File: src/core/sdt_pkg.sv
/*
  Package of the servo drive sequence timing block: timing figures, derived cycle counts,
  mode encodings, sequence input slots and the sequencer states.
  Assumes a 50 MHz system clock; all counts except the input filter settle count are derived from CLK_HZ.
*/
package sdt_pkg;
  // ==========================================================================
  // Clock and timing figures
  // ==========================================================================
  localparam int unsigned CLK_HZ = 50000000;
  localparam int unsigned INIT_TIME_MS = 2000;
  localparam int unsigned SEQ_RESP_US = 2000;
  localparam int unsigned CLEAR_TIME_US = 2000;
  localparam int unsigned MODE_TIME_US = 2000;
  localparam int unsigned ALARM_DET_US = 500;
  localparam int unsigned RESET_FREE_US = 1500;
  localparam int unsigned RESET_BRAKE_US = 80000;
  // Cycle counts, longest times rounded down.
  localparam int unsigned CYC_PER_US = CLK_HZ / 1000000;
  localparam int unsigned INIT_CYC = INIT_TIME_MS * 1000 * CYC_PER_US;
  localparam int unsigned CLEAR_CYC = CLEAR_TIME_US * CYC_PER_US;
  localparam int unsigned MODE_CYC = MODE_TIME_US * CYC_PER_US;
  localparam int unsigned ALARM_DET_CYC = ALARM_DET_US * CYC_PER_US;
  localparam int unsigned RESET_FREE_CYC = RESET_FREE_US * CYC_PER_US;
  localparam int unsigned RESET_BRAKE_CYC = RESET_BRAKE_US * CYC_PER_US;
  // Input filter settle count, well under the 2 ms response and the 1 ms hold.
  localparam int unsigned SEQ_FILT_CYC = 16;
  localparam int unsigned CNT_W = 27;
  localparam int unsigned N_SEQ = 8;
  localparam int unsigned STOP_W = 3;
  // ==========================================================================
  // Mode encodings
  // ==========================================================================
  localparam logic MODE_POSITION = 1'h0;
  localparam logic MODE_SPEED = 1'h1;
  // Sequence input slots.
  localparam int unsigned IN_SERVO_ON = 0;
  localparam int unsigned IN_DEV_CLEAR = 1;
  localparam int unsigned IN_MODE_SEL = 2;
  localparam int unsigned IN_ALARM_RST = 3;
  typedef enum logic [2:0] {
    ST_INIT = 3'h1,
    ST_WAIT_ON = 3'h2,
    ST_READY = 3'h4
  } sdt_state_t;
endpackage : sdt_pkg

File: src/core/sdt_core.sv
/*
  Sequence and status timing of a servo amplifier's discrete control interface.
  Assumes sequence pins and the alarm condition arrive asynchronously; one 50 MHz clock.
*/
// What this block does
// - After reset the block counts about 2.0 s of initialisation and then raises servo control ready.
// - Motion is accepted only once operation ready has been raised in answer to servo-on.
// - Every sequence input change is recognised internally within 2 ms.
// - About 2 ms after deviation clear the deviation is forced to zero and zero deviation rises; host sends no pulses.
// - A control-mode switch completes 2 ms after the selection input change is recognised.
// - An alarm condition drives the alarm output within about 0.5 ms.
// - With free-run stop action (1, 3, 5) the alarm clears about 1.5 ms after alarm reset.
// - With braking stop action (0, 2, 4) the alarm clears about 80 ms after alarm reset.
`timescale 1ns/1ps
module sdt_core
  import sdt_pkg::*;
#(
  parameter int unsigned INIT_CYCLES = INIT_CYC,
  parameter int unsigned BRAKE_CYCLES = RESET_BRAKE_CYC,
  parameter int unsigned DET_CYCLES = ALARM_DET_CYC
) (
  // Clock and reset
  input wire logic clk_sys,
  input wire logic resetn,
  // Sequence input pins
  input wire logic [N_SEQ-1:0] seq_in,
  // Alarm source and setting
  input wire logic alarm_cond,
  input wire logic [STOP_W-1:0] alarm_stop_action_setting,
  // Status outputs
  output logic servo_ctrl_ready,
  output logic operation_ready,
  output logic motion_enable,
  output logic zero_deviation,
  output logic deviation_forced_zero,
  output logic control_mode,
  output logic mode_switching,
  output logic alarm_out,
  output logic [N_SEQ-1:0] seq_recognised
);
  // ==========================================================================
  // Input filters
  // ==========================================================================
  logic [N_SEQ-1:0] seq_lvl;
  genvar gi;
  generate
    for (gi = 0; gi < N_SEQ; gi++) begin : g_in
      sdt_in_filter u_filt (
        .clk_sys(clk_sys),
        .resetn(resetn),
        .pin_in(seq_in[gi]),
        .level_out(seq_lvl[gi])
      );
    end
  endgenerate

  logic [2:0] alm_sync_q;
  logic [2:0] alm_sync_d;

  // ==========================================================================
  // State and counters
  // ==========================================================================
  sdt_state_t st_q, st_d;
  logic [CNT_W-1:0] init_cnt_q, init_cnt_d;
  logic [CNT_W-1:0] clr_cnt_q, clr_cnt_d;
  logic [CNT_W-1:0] mode_cnt_q, mode_cnt_d;
  logic [CNT_W-1:0] det_cnt_q, det_cnt_d;
  logic [CNT_W-1:0] rst_cnt_q, rst_cnt_d;
  logic rst_busy_q, rst_busy_d;
  logic rdy_q, rdy_d, op_q, op_d, mot_q, mot_d;
  logic zd_q, zd_d, mode_q, mode_d, msw_q, msw_d, alm_q, alm_d;
  logic [N_SEQ-1:0] rec_q;
  logic alm_hit;
  logic [CNT_W-1:0] rst_lim;
  logic free_run;

  always_comb begin
    alm_sync_d = {alm_sync_q[1:0], alarm_cond};
    alm_hit = alm_sync_q[1] & alm_sync_q[2];
    free_run = alarm_stop_action_setting[0];
    rst_lim = free_run ? CNT_W'(RESET_FREE_CYC - 1) : CNT_W'(BRAKE_CYCLES - 1);
    st_d = st_q;
    init_cnt_d = init_cnt_q;
    rdy_d = rdy_q;
    op_d = op_q;
    case (st_q)
      ST_INIT: begin
        if (init_cnt_q == CNT_W'(INIT_CYCLES - 1)) begin
          rdy_d = 1'h1;
          st_d = ST_WAIT_ON;
        end else begin
          init_cnt_d = init_cnt_q + CNT_W'(1);
        end
      end
      ST_WAIT_ON: begin
        if (seq_lvl[IN_SERVO_ON] && !alm_q) begin
          op_d = 1'h1;
          st_d = ST_READY;
        end
      end
      ST_READY: begin
        if (!seq_lvl[IN_SERVO_ON] || alm_q) begin
          op_d = 1'h0;
          st_d = ST_WAIT_ON;
        end
      end
      default: begin
        st_d = ST_INIT;
      end
    endcase
    mot_d = op_q & ~alm_q & ~msw_q & ~seq_lvl[IN_DEV_CLEAR];
    // Deviation clear: zero after the clear has been held 2 ms.
    clr_cnt_d = clr_cnt_q;
    zd_d = zd_q;
    if (!seq_lvl[IN_DEV_CLEAR]) begin
      clr_cnt_d = '0;
      zd_d = 1'h0;
    end else if (clr_cnt_q == CNT_W'(CLEAR_CYC - 1)) begin
      zd_d = 1'h1;
    end else begin
      clr_cnt_d = clr_cnt_q + CNT_W'(1);
    end
    // Mode switch completes after 2 ms from the recognised change.
    mode_cnt_d = mode_cnt_q;
    mode_d = mode_q;
    msw_d = msw_q;
    if (seq_lvl[IN_MODE_SEL] != mode_q && !msw_q) begin
      msw_d = 1'h1;
      mode_cnt_d = '0;
    end else if (msw_q) begin
      if (mode_cnt_q == CNT_W'(MODE_CYC - 1)) begin
        mode_d = seq_lvl[IN_MODE_SEL];
        msw_d = 1'h0;
      end else begin
        mode_cnt_d = mode_cnt_q + CNT_W'(1);
      end
    end
    // Alarm detection and reset.
    det_cnt_d = det_cnt_q;
    alm_d = alm_q;
    rst_cnt_d = rst_cnt_q;
    rst_busy_d = rst_busy_q;
    if (!alm_q) begin
      rst_busy_d = 1'h0;
      if (!alm_hit) begin
        det_cnt_d = '0;
      end else if (det_cnt_q == CNT_W'(DET_CYCLES - 1)) begin
        alm_d = 1'h1;
        det_cnt_d = '0;
      end else begin
        det_cnt_d = det_cnt_q + CNT_W'(1);
      end
    end else if (!rst_busy_q) begin
      rst_cnt_d = '0;
      rst_busy_d = seq_lvl[IN_ALARM_RST];
    end else if (rst_cnt_q == rst_lim) begin
      alm_d = 1'h0;
      rst_busy_d = 1'h0;
    end else begin
      rst_cnt_d = rst_cnt_q + CNT_W'(1);
    end
  end

  always_ff @(posedge clk_sys or negedge resetn) begin
    if (!resetn) begin
      st_q <= ST_INIT;
      alm_sync_q <= 3'h0;
      init_cnt_q <= '0;
      clr_cnt_q <= '0;
      mode_cnt_q <= '0;
      det_cnt_q <= '0;
      rst_cnt_q <= '0;
      rst_busy_q <= 1'h0;
      rdy_q <= 1'h0;
      op_q <= 1'h0;
      mot_q <= 1'h0;
      zd_q <= 1'h0;
      mode_q <= MODE_POSITION;
      msw_q <= 1'h0;
      alm_q <= 1'h0;
      rec_q <= '0;
    end else begin
      st_q <= st_d;
      alm_sync_q <= alm_sync_d;
      init_cnt_q <= init_cnt_d;
      clr_cnt_q <= clr_cnt_d;
      mode_cnt_q <= mode_cnt_d;
      det_cnt_q <= det_cnt_d;
      rst_cnt_q <= rst_cnt_d;
      rst_busy_q <= rst_busy_d;
      rdy_q <= rdy_d;
      op_q <= op_d;
      mot_q <= mot_d;
      zd_q <= zd_d;
      mode_q <= mode_d;
      msw_q <= msw_d;
      alm_q <= alm_d;
      rec_q <= seq_lvl;
    end
  end

  assign servo_ctrl_ready = rdy_q;
  assign operation_ready = op_q;
  assign motion_enable = mot_q;
  assign zero_deviation = zd_q;
  assign deviation_forced_zero = zd_q;
  assign control_mode = mode_q;
  assign mode_switching = msw_q;
  assign alarm_out = alm_q;
  assign seq_recognised = rec_q;
endmodule : sdt_core

File: src/core/sdt_in_filter.sv
/*
  Per-input synchroniser and settle filter for the sequence inputs.
  Assumes asynchronous pin levels; one clock domain.
*/
`timescale 1ns/1ps
module sdt_in_filter
  import sdt_pkg::*;
(
  // Clock and reset
  input wire logic clk_sys,
  input wire logic resetn,
  // Pin and filtered level
  input wire logic pin_in,
  output logic level_out
);
  // ==========================================================================
  // Synchroniser and settle counter
  // ==========================================================================
  logic [2:0] sync_q;
  logic [2:0] sync_d;
  logic [4:0] cnt_q;
  logic [4:0] cnt_d;
  logic lvl_q;
  logic lvl_d;

  always_comb begin
    sync_d = {sync_q[1:0], pin_in};
    cnt_d = cnt_q;
    lvl_d = lvl_q;
    if (sync_q[1] != sync_q[2] || sync_q[2] == lvl_q) begin
      cnt_d = 5'h00;
    end else if (cnt_q == 5'(SEQ_FILT_CYC - 1)) begin
      lvl_d = sync_q[2];
      cnt_d = 5'h00;
    end else begin
      cnt_d = cnt_q + 5'h01;
    end
  end

  always_ff @(posedge clk_sys or negedge resetn) begin
    if (!resetn) begin
      sync_q <= 3'h0;
      cnt_q <= 5'h00;
      lvl_q <= 1'h0;
    end else begin
      sync_q <= sync_d;
      cnt_q <= cnt_d;
      lvl_q <= lvl_d;
    end
  end

  assign level_out = lvl_q;
endmodule : sdt_in_filter

File: config.mk
export PLATFORM = sky130hd
export DESIGN_NAME = sdt_core
export DESIGN_NICKNAME = d
export VERILOG_FILES = /design/src/core/sdt_pkg.sv /design/src/core/sdt_core.sv /design/src/core/sdt_in_filter.sv
export SDC_FILE = /design/constraint.sdc
export NUM_CORES = 1
export LEC_CHECK = 0
export BUFFER_PORTS_ARGS = -buffer_cell sky130_fd_sc_hd__clkbuf_2
export CAP_MARGIN = 20
export CORE_ASPECT_RATIO = 1.25
export CORE_MARGIN = 1
export CORE_UTILIZATION = 35
export CTS_CLUSTER_DIAMETER = 120
export DETAILED_ROUTE_END_ITERATION = 10
export SYNTH_ARGS = -nofsm -noshare
export SYNTH_HDL_FRONTEND = slang
export SYNTH_SLANG_ARGS = --single-unit
File: constraint.sdc
create_clock -name clk_sys -period 2.4 [get_ports clk_sys]
set_input_delay 0.36 -clock clk_sys [delete_from_list [all_inputs] [get_ports clk_sys]]
set_output_delay 0.36 -clock clk_sys [all_outputs]
set_load 0.1 [all_outputs]
==> flow_metrics.tcl, run 1 <==
set metrics [dict create \
    wl_met1_mm 9.81 \
    synth_seq_area_share 0.534 \
    tns_ns 0 \
    drtIter0Drc 405 \
    min_path_type "flip-flop to flip-flop" \
    setup_violations 0 \
    yosys.area.top_type "dfrtp_1" \
    cts_tree "yes" \
    worstRegToRegCells 5 \
    die_h_um 198 \
    dr.max_layer_used "met4" \
    met3_length_um 649 \
    clk_pin_slew_ns 0.06 \
    place_ws_ns 0.0790 \
    rsz0062_at_grt "false" \
    synthDominantCellAreaShare 0.532 \
    dr.pass1.iters 4 \
    core_region_area_um2 30100 \
    critPathKind "flip-flop to flip-flop" \
    cts_made_buffers 26 \
    multiInputGateArea_um2 4720 \
    synth_common_cells "dfrtp_1, nor2_1, nand2_1" \
    fin_skew_ns 0.0164 \
    power_leakage_nw 5.45 \
    min_period_ns 2.20 \
    drc 0 \
    via_count 8008 \
    clk_latency_ns 0.52 \
    slew_headroom 0.527 \
    status "finished, final reports clean" \
    holdPathStages 0 \
    utilization 0.419 \
    num_antenna_cells 0 \
    worstPathArrival_ns 2.65 \
    cts-htree-levels 1 \
    drt_wl_total_mm 21.2 \
    max_stage_delay_ns 0.49 \
    slew_violations 0 \
    cts.path.max_buffers 3 \
    seqCellArea_um2 5730 \
    whs_ns 0.342 \
    routabilityCongestion 0.759 \
    synth_ff_type "dfrtp_1" \
    start_util 0.356 \
    fmax_mhz 454 \
    worst_pin_slew_ns 0.709 \
    fill_cells 2871 \
    clockRootBuffer "clkbuf_16" \
    synthToLayoutAreaGrowth_pct 17.7 \
    start_kind "flip-flop" \
    met2_length_mm 10.4 \
    dieArea_um2 31400 \
    power_density_nw_per_um2 668 \
    grt_pass1_wl_mm 37.9 \
    dp_hpwl_mm 13.9 \
    post-cts-setup-buffers 0 \
    cpMaxStageDelayCell "or4_1" \
    vias_per_cell 5.15 \
    drive_gt1_frac 0.118 \
    syn_nets 1102 \
    rows 71 \
    syn-cell-area_um2 10700 \
    worst_setup_path_end_kind "flip-flop" \
    hold_violations 0 \
    grt.overflow.total 0 \
    cp.required_ns 2.85 \
    antenna_found_initial 0 \
    ant_nets 0 \
    grt_pass1_vias 7932 \
    cts_sinks 229 \
    synth-seq-cells 229 \
    synth_warnings 0 \
    timing.final.crit_share 0.917 \
    io_pins 30 \
    track_usage 0.145 \
    yosysMostFrequentCell "dfrtp_1" \
    path_max_fanout 7 \
    max-cap-violations 0 \
    path_cells "nand4_2 > or3_1 > or2_0 > or4_1 > a21oi_1" \
    worst_slack_ns 0.199 \
    vdd_drop_max_mv 0.488 \
    synth.area.top_cells "dfrtp_1, xnor2_1, nor2_1" \
    grt_max_degree 54 \
    synth.distinct_cells 62 \
    nets 1164 \
    total_power_mw 8.43 \
    syn_inst 1075 \
    port_buffers 27 \
    ys_async_sr_fraction 1.00 \
    synth-edff-count 0 \
    fp.dieW_um 159 \
    syn-mean-instance-area_um2 9.98 \
    routedWlPerCell_um 13.6 \
]
==> registers in the layout, indices dropped and copies added (netlist names) <==
| register | count |
|---|---|
| rst_cnt_q | 27 |
| control_mode | 1 |
| alm_sync_q | 3 |
| seq_recognised | 8 |
| deviation_forced_zero | 1 |
| mode_switching | 1 |
| mode_cnt_q | 27 |
| det_cnt_q | 27 |
| g_in.u_filt.level_out | 8 |
| alarm_out | 1 |
| servo_ctrl_ready | 1 |
| clr_cnt_q | 27 |
| init_cnt_q | 27 |
| operation_ready | 1 |
| g_in.u_filt.sync_q | 24 |
| rst_busy_q | 1 |
| g_in.u_filt.cnt_q | 40 |
| st_q | 3 |
| motion_enable | 1 |
==> layout by cell type (no fill, tap or decap), types with 4 or more instances in the layout <==
| cell type | instances |
|---|---|
| a21oi_1 | 45 |
| a22o_1 | 5 |
| a31oi_1 | 11 |
| and2_1 | 16 |
| and3_1 | 27 |
| and4_1 | 5 |
| buf_12 | 7 |
| buf_4 | 30 |
| bufinv_16 | 5 |
| clkbuf_16 | 27 |
| clkbuf_2 | 26 |
| clkbuf_8 | 4 |
| dfrtp_1 | 227 |
| dlygate4sd3_1 | 10 |
| ha_1 | 13 |
| inv_1 | 24 |
| mux2i_1 | 8 |
| nand2_1 | 82 |
| nand2b_1 | 6 |
| nand3_1 | 62 |
| nand4_1 | 40 |
| nor2_1 | 117 |
| nor2b_1 | 16 |
| nor3_1 | 44 |
| nor4_1 | 22 |
| nor4b_1 | 9 |
| o21a_1 | 5 |
| o21ai_0 | 58 |
| o31ai_1 | 25 |
| or3_1 | 25 |
| or3_2 | 5 |
| or4_1 | 9 |
| xnor2_1 | 52 |
| xor2_1 | 30 |
==> timing repair <==
action	4_1_cts	5_1_grt
setup endpoints to repair	0	3
gates resized for setup	0	1
hold buffers	10	0
endpoints found under the hold margin	57	0
==> cell type report <==
type	instances	share of cell area
clock buffer	32	0.0582
clock inverter	14	0.0176
inverter	25	0.00744
multi-input combinational	781	0.374
sequential	229	0.454
tap	401	0.0398
timing repair buffer	74	0.0484
==> worst max-delay path: cells and delay by family, from the launching register on <==
| family | cells | cell delay (ns) |
|---|---|---|
| AND/OR/NAND/NOR | 4 | 1.53 |
| flip-flops | 1 | 0.45 |
| AO/OA/AOI/OAI | 1 | 0.15 |
==> routing by layer <==
layer / global-route usage / vias up
met5: 0 / -
met4: 0.0424 / 0
met3: 0.0182 / 30
met2: 0.245 / 86
met1: 0.195 / 3917
li1: - / 3975
==> power by group <==
group / switching, mW / internal, mW / leakage [nW] / total [mW]
registers: 0.0253 / 3.90 / 3.11 / 3.92
clock network: 1.63 / 2.72 / 0.464 / 4.35
logic: 0.108 / 0.0527 / 1.87 / 0.161
==> worst paths after layout <==
path                                            end  slack (ns)                startpoint
min                        g_in[7].u_filt.sync_q[1]        0.34  g_in[7].u_filt.sync_q[0]
max reg2reg                          mode_cnt_q[20]        0.20             mode_cnt_q[4]
max                                  mode_cnt_q[20]        0.20             mode_cnt_q[4]
min in group asynchronous             mode_cnt_q[3]        0.37                    resetn
max in group asynchronous             alm_sync_q[0]        1.37                    resetn
min reg2reg                g_in[7].u_filt.sync_q[1]        0.34  g_in[7].u_filt.sync_q[0]
==> stage by stage <==
step	instance area, um^2	std cells
floorplan	10700	1075
global placement	11600	1500
detailed placement	11600	1500
CTS	12600	1556
global route	12600	1556
finish	12600	1556
==> logic make-up (layout without fill, tap and decap cells) <==
logic type                 count (synthesis)  after routing  share of synthesized area
AOI/OAI and AO/OA                        171            171                     0.0997
xor gates and xnor gates                  82             82                     0.0670
adders and majority gates                 13             13                     0.0152
buffers and inverters                     65            145                     0.0272
DFF                                      229            229                      0.534
muxes                                     11             11                     0.0106
and+or+nand+nor                          504            504                      0.246
Note: power is estimated with default switching activity, not from simulation.
==> inputs of run 2 (changes only) <==
--- a/config.mk
+++ b/config.mk
@@ -12,6 +12,7 @@
 export CORE_UTILIZATION = 35
 export CTS_CLUSTER_DIAMETER = 120
 export DETAILED_ROUTE_END_ITERATION = 10
+export RECOVER_POWER = 50
 export SYNTH_ARGS = -nofsm -noshare
 export SYNTH_HDL_FRONTEND = slang
 export SYNTH_SLANG_ARGS = --single-unit
==> run 2 against run 1 <==
Effect of this change: sequential share of layout area grew 0.086 points; clock-buffer cell count is the same; hold slack is essentially flat; sequential cell count is the same; largest cell class unchanged.
==> flow_metrics.tcl, run 2 (synthesized netlist as in run 1, its figures left out) <==
set metrics [dict create \
    cp.required_ns 2.85 \
    dieArea_um2 31400 \
    drc 0 \
    core_region_area_um2 30100 \
    synthToLayoutAreaGrowth_pct 17.4 \
    rows 71 \
    routedWlPerCell_um 13.6 \
    drt_wl_total_mm 21.2 \
    clockRootBuffer "clkbuf_16" \
    largest_reg_flops 40 \
    min_period_ns 2.20 \
    power_density_nw_per_um2 669 \
    worstHoldStart "g_in[7].u_filt.sync_q[0]" \
    worst_pin_slew_ns 1.48 \
    drtIter0Drc 413 \
    cts.path.max_buffers 3 \
    rr_startpoint "mode_cnt_q[4]" \
    clk_latency_ns 0.52 \
    vdd_drop_max_mv 0.488 \
    vias_per_cell 5.14 \
    num_antenna_cells 0 \
    path_max_fanout 7 \
    critPathKind "flip-flop to flip-flop" \
    dr.pass1.iters 4 \
    dp_hpwl_mm 13.9 \
    holdPathStages 0 \
    antenna_found_initial 0 \
    grt_pass1_vias 7932 \
    worstRegToRegCells 5 \
    cts_sinks 229 \
    power_leakage_nw 5.44 \
    utilization 0.418 \
    max-cap-violations 0 \
    timing.final.crit_share 0.916 \
    setup_violations 0 \
    min_to "g_in[7].u_filt.sync_q[1]" \
    die_h_um 198 \
    grt_pass1_wl_mm 37.9 \
    slew_headroom 0.0130 \
    via_count 7998 \
    routabilityCongestion 0.759 \
    start_kind "flip-flop" \
    tns_ns 0 \
    final_common_cell "dfrtp_1" \
    cts_made_buffers 26 \
    drive_gt1_frac 0.117 \
    port_buffers 27 \
    slew_violations 0 \
    r2r_end "mode_cnt_q[20]" \
    cts-htree-levels 1 \
    nets 1164 \
    status "finished, final reports clean" \
    regMostFlops "g_in.u_filt.cnt_q" \
    start_util 0.356 \
    min_path_type "flip-flop to flip-flop" \
    grt.overflow.total 0 \
    worstPathArrival_ns 2.65 \
    reg2reg_slack_ns 0.20 \
    grt_max_degree 54 \
    setup.worst_path.start "mode_cnt_q[4]" \
    fin_skew_ns 0.0162 \
    ant_nets 0 \
    fmax_mhz 455 \
    rsz0062_at_grt "false" \
    worst_setup_path_end_kind "flip-flop" \
    fp.dieW_um 159 \
    io_pins 30 \
    cts_tree "yes" \
    hold_violations 0 \
    final_cell_mix "dfrtp_1, nor2_1, nand2_1" \
    track_usage 0.145 \
    clk_pin_slew_ns 0.07 \
]
==> run 2: changes by cell type in the layout (fill, tap and decap cells not counted) <==
| cell | change |
|---|---|
| and2_0 | +2 |
| and2_1 | -2 |
| buf_12 | -1 |
| buf_8 | -1 |
| clkbuf_1 | +1 |
| clkbuf_4 | +1 |
==> run 2: timing repair <==
action                                 4_1_cts  5_1_grt
resized for setup                            0        1
setup endpoints to repair                    0        3
endpoints found under the hold margin       57        0
hold buffers                                10        0
buffers inserted                             0        0
==> run 2: how the worst max path moves through the flow <==
stage                                 to  slack (ns)
after floorplan            mode_cnt_q[6]        0.03
final                     mode_cnt_q[20]        0.20
after global routing      mode_cnt_q[20]        0.05
after CTS                  mode_cnt_q[4]        0.07
after detailed placement   mode_cnt_q[4]        0.08
after global placement      control_mode         0.1
==> run 2: layout make-up <==
type                            count  area [um^2]
Clock buffer                       32          734
Clock inverter                     14          221
Fill cell                        2875        17500
Inverter                           25         93.8
Multi-Input combinational cell    781         4720
Sequential cell                   229         5730
Tap cell                          401          502
Timing Repair Buffer               74          587
==> run 2: routing by layer <==
metal | up-vias | track usage | share of wire
li1 | 3975 | - | -
met1 | 3907 | 0.195 | 0.46
met2 | 86 | 0.245 | 0.49
met3 | 30 | 0.0182 | 0.031
met4 | 0 | 0.0424 | 0.020
met5 | - | 0 | 0
==> run 2: report_power, final <==
part	leakage, nW	total, mW	internal (mW)	switching, mW
clock	0.464	4.35	2.72	1.63
sequential	3.11	3.92	3.90	0.0253
combinational	1.86	0.157	0.0490	0.108
total	5.44	8.43	6.67	1.76
==> run 2: stage by stage <==
stage | setup slack (ns) | hold WS (ns) | area (um^2) | instances | power (mW)
floorplan | 0.0299 | 0.0644 | 10700 | 1075 | 4.03
global placement | 0.0976 | 0.328 | 11600 | 1500 | 4.15
detailed placement | 0.0790 | 0.334 | 11600 | 1500 | 4.15
CTS | 0.0738 | 0.346 | 12600 | 1556 | 8.59
global route | 0.0530 | 0.358 | 12600 | 1556 | 8.75
finish | 0.202 | 0.342 | 12600 | 1556 | 8.43
==> run 2: critical path, cell delays in order, from the launching register on <==
cell and delay (ns):
dfrtp_1 0.45, nand4_2 0.25, or3_1 0.45, or2_0 0.34, or4_1 0.49, a21oi_1 0.15
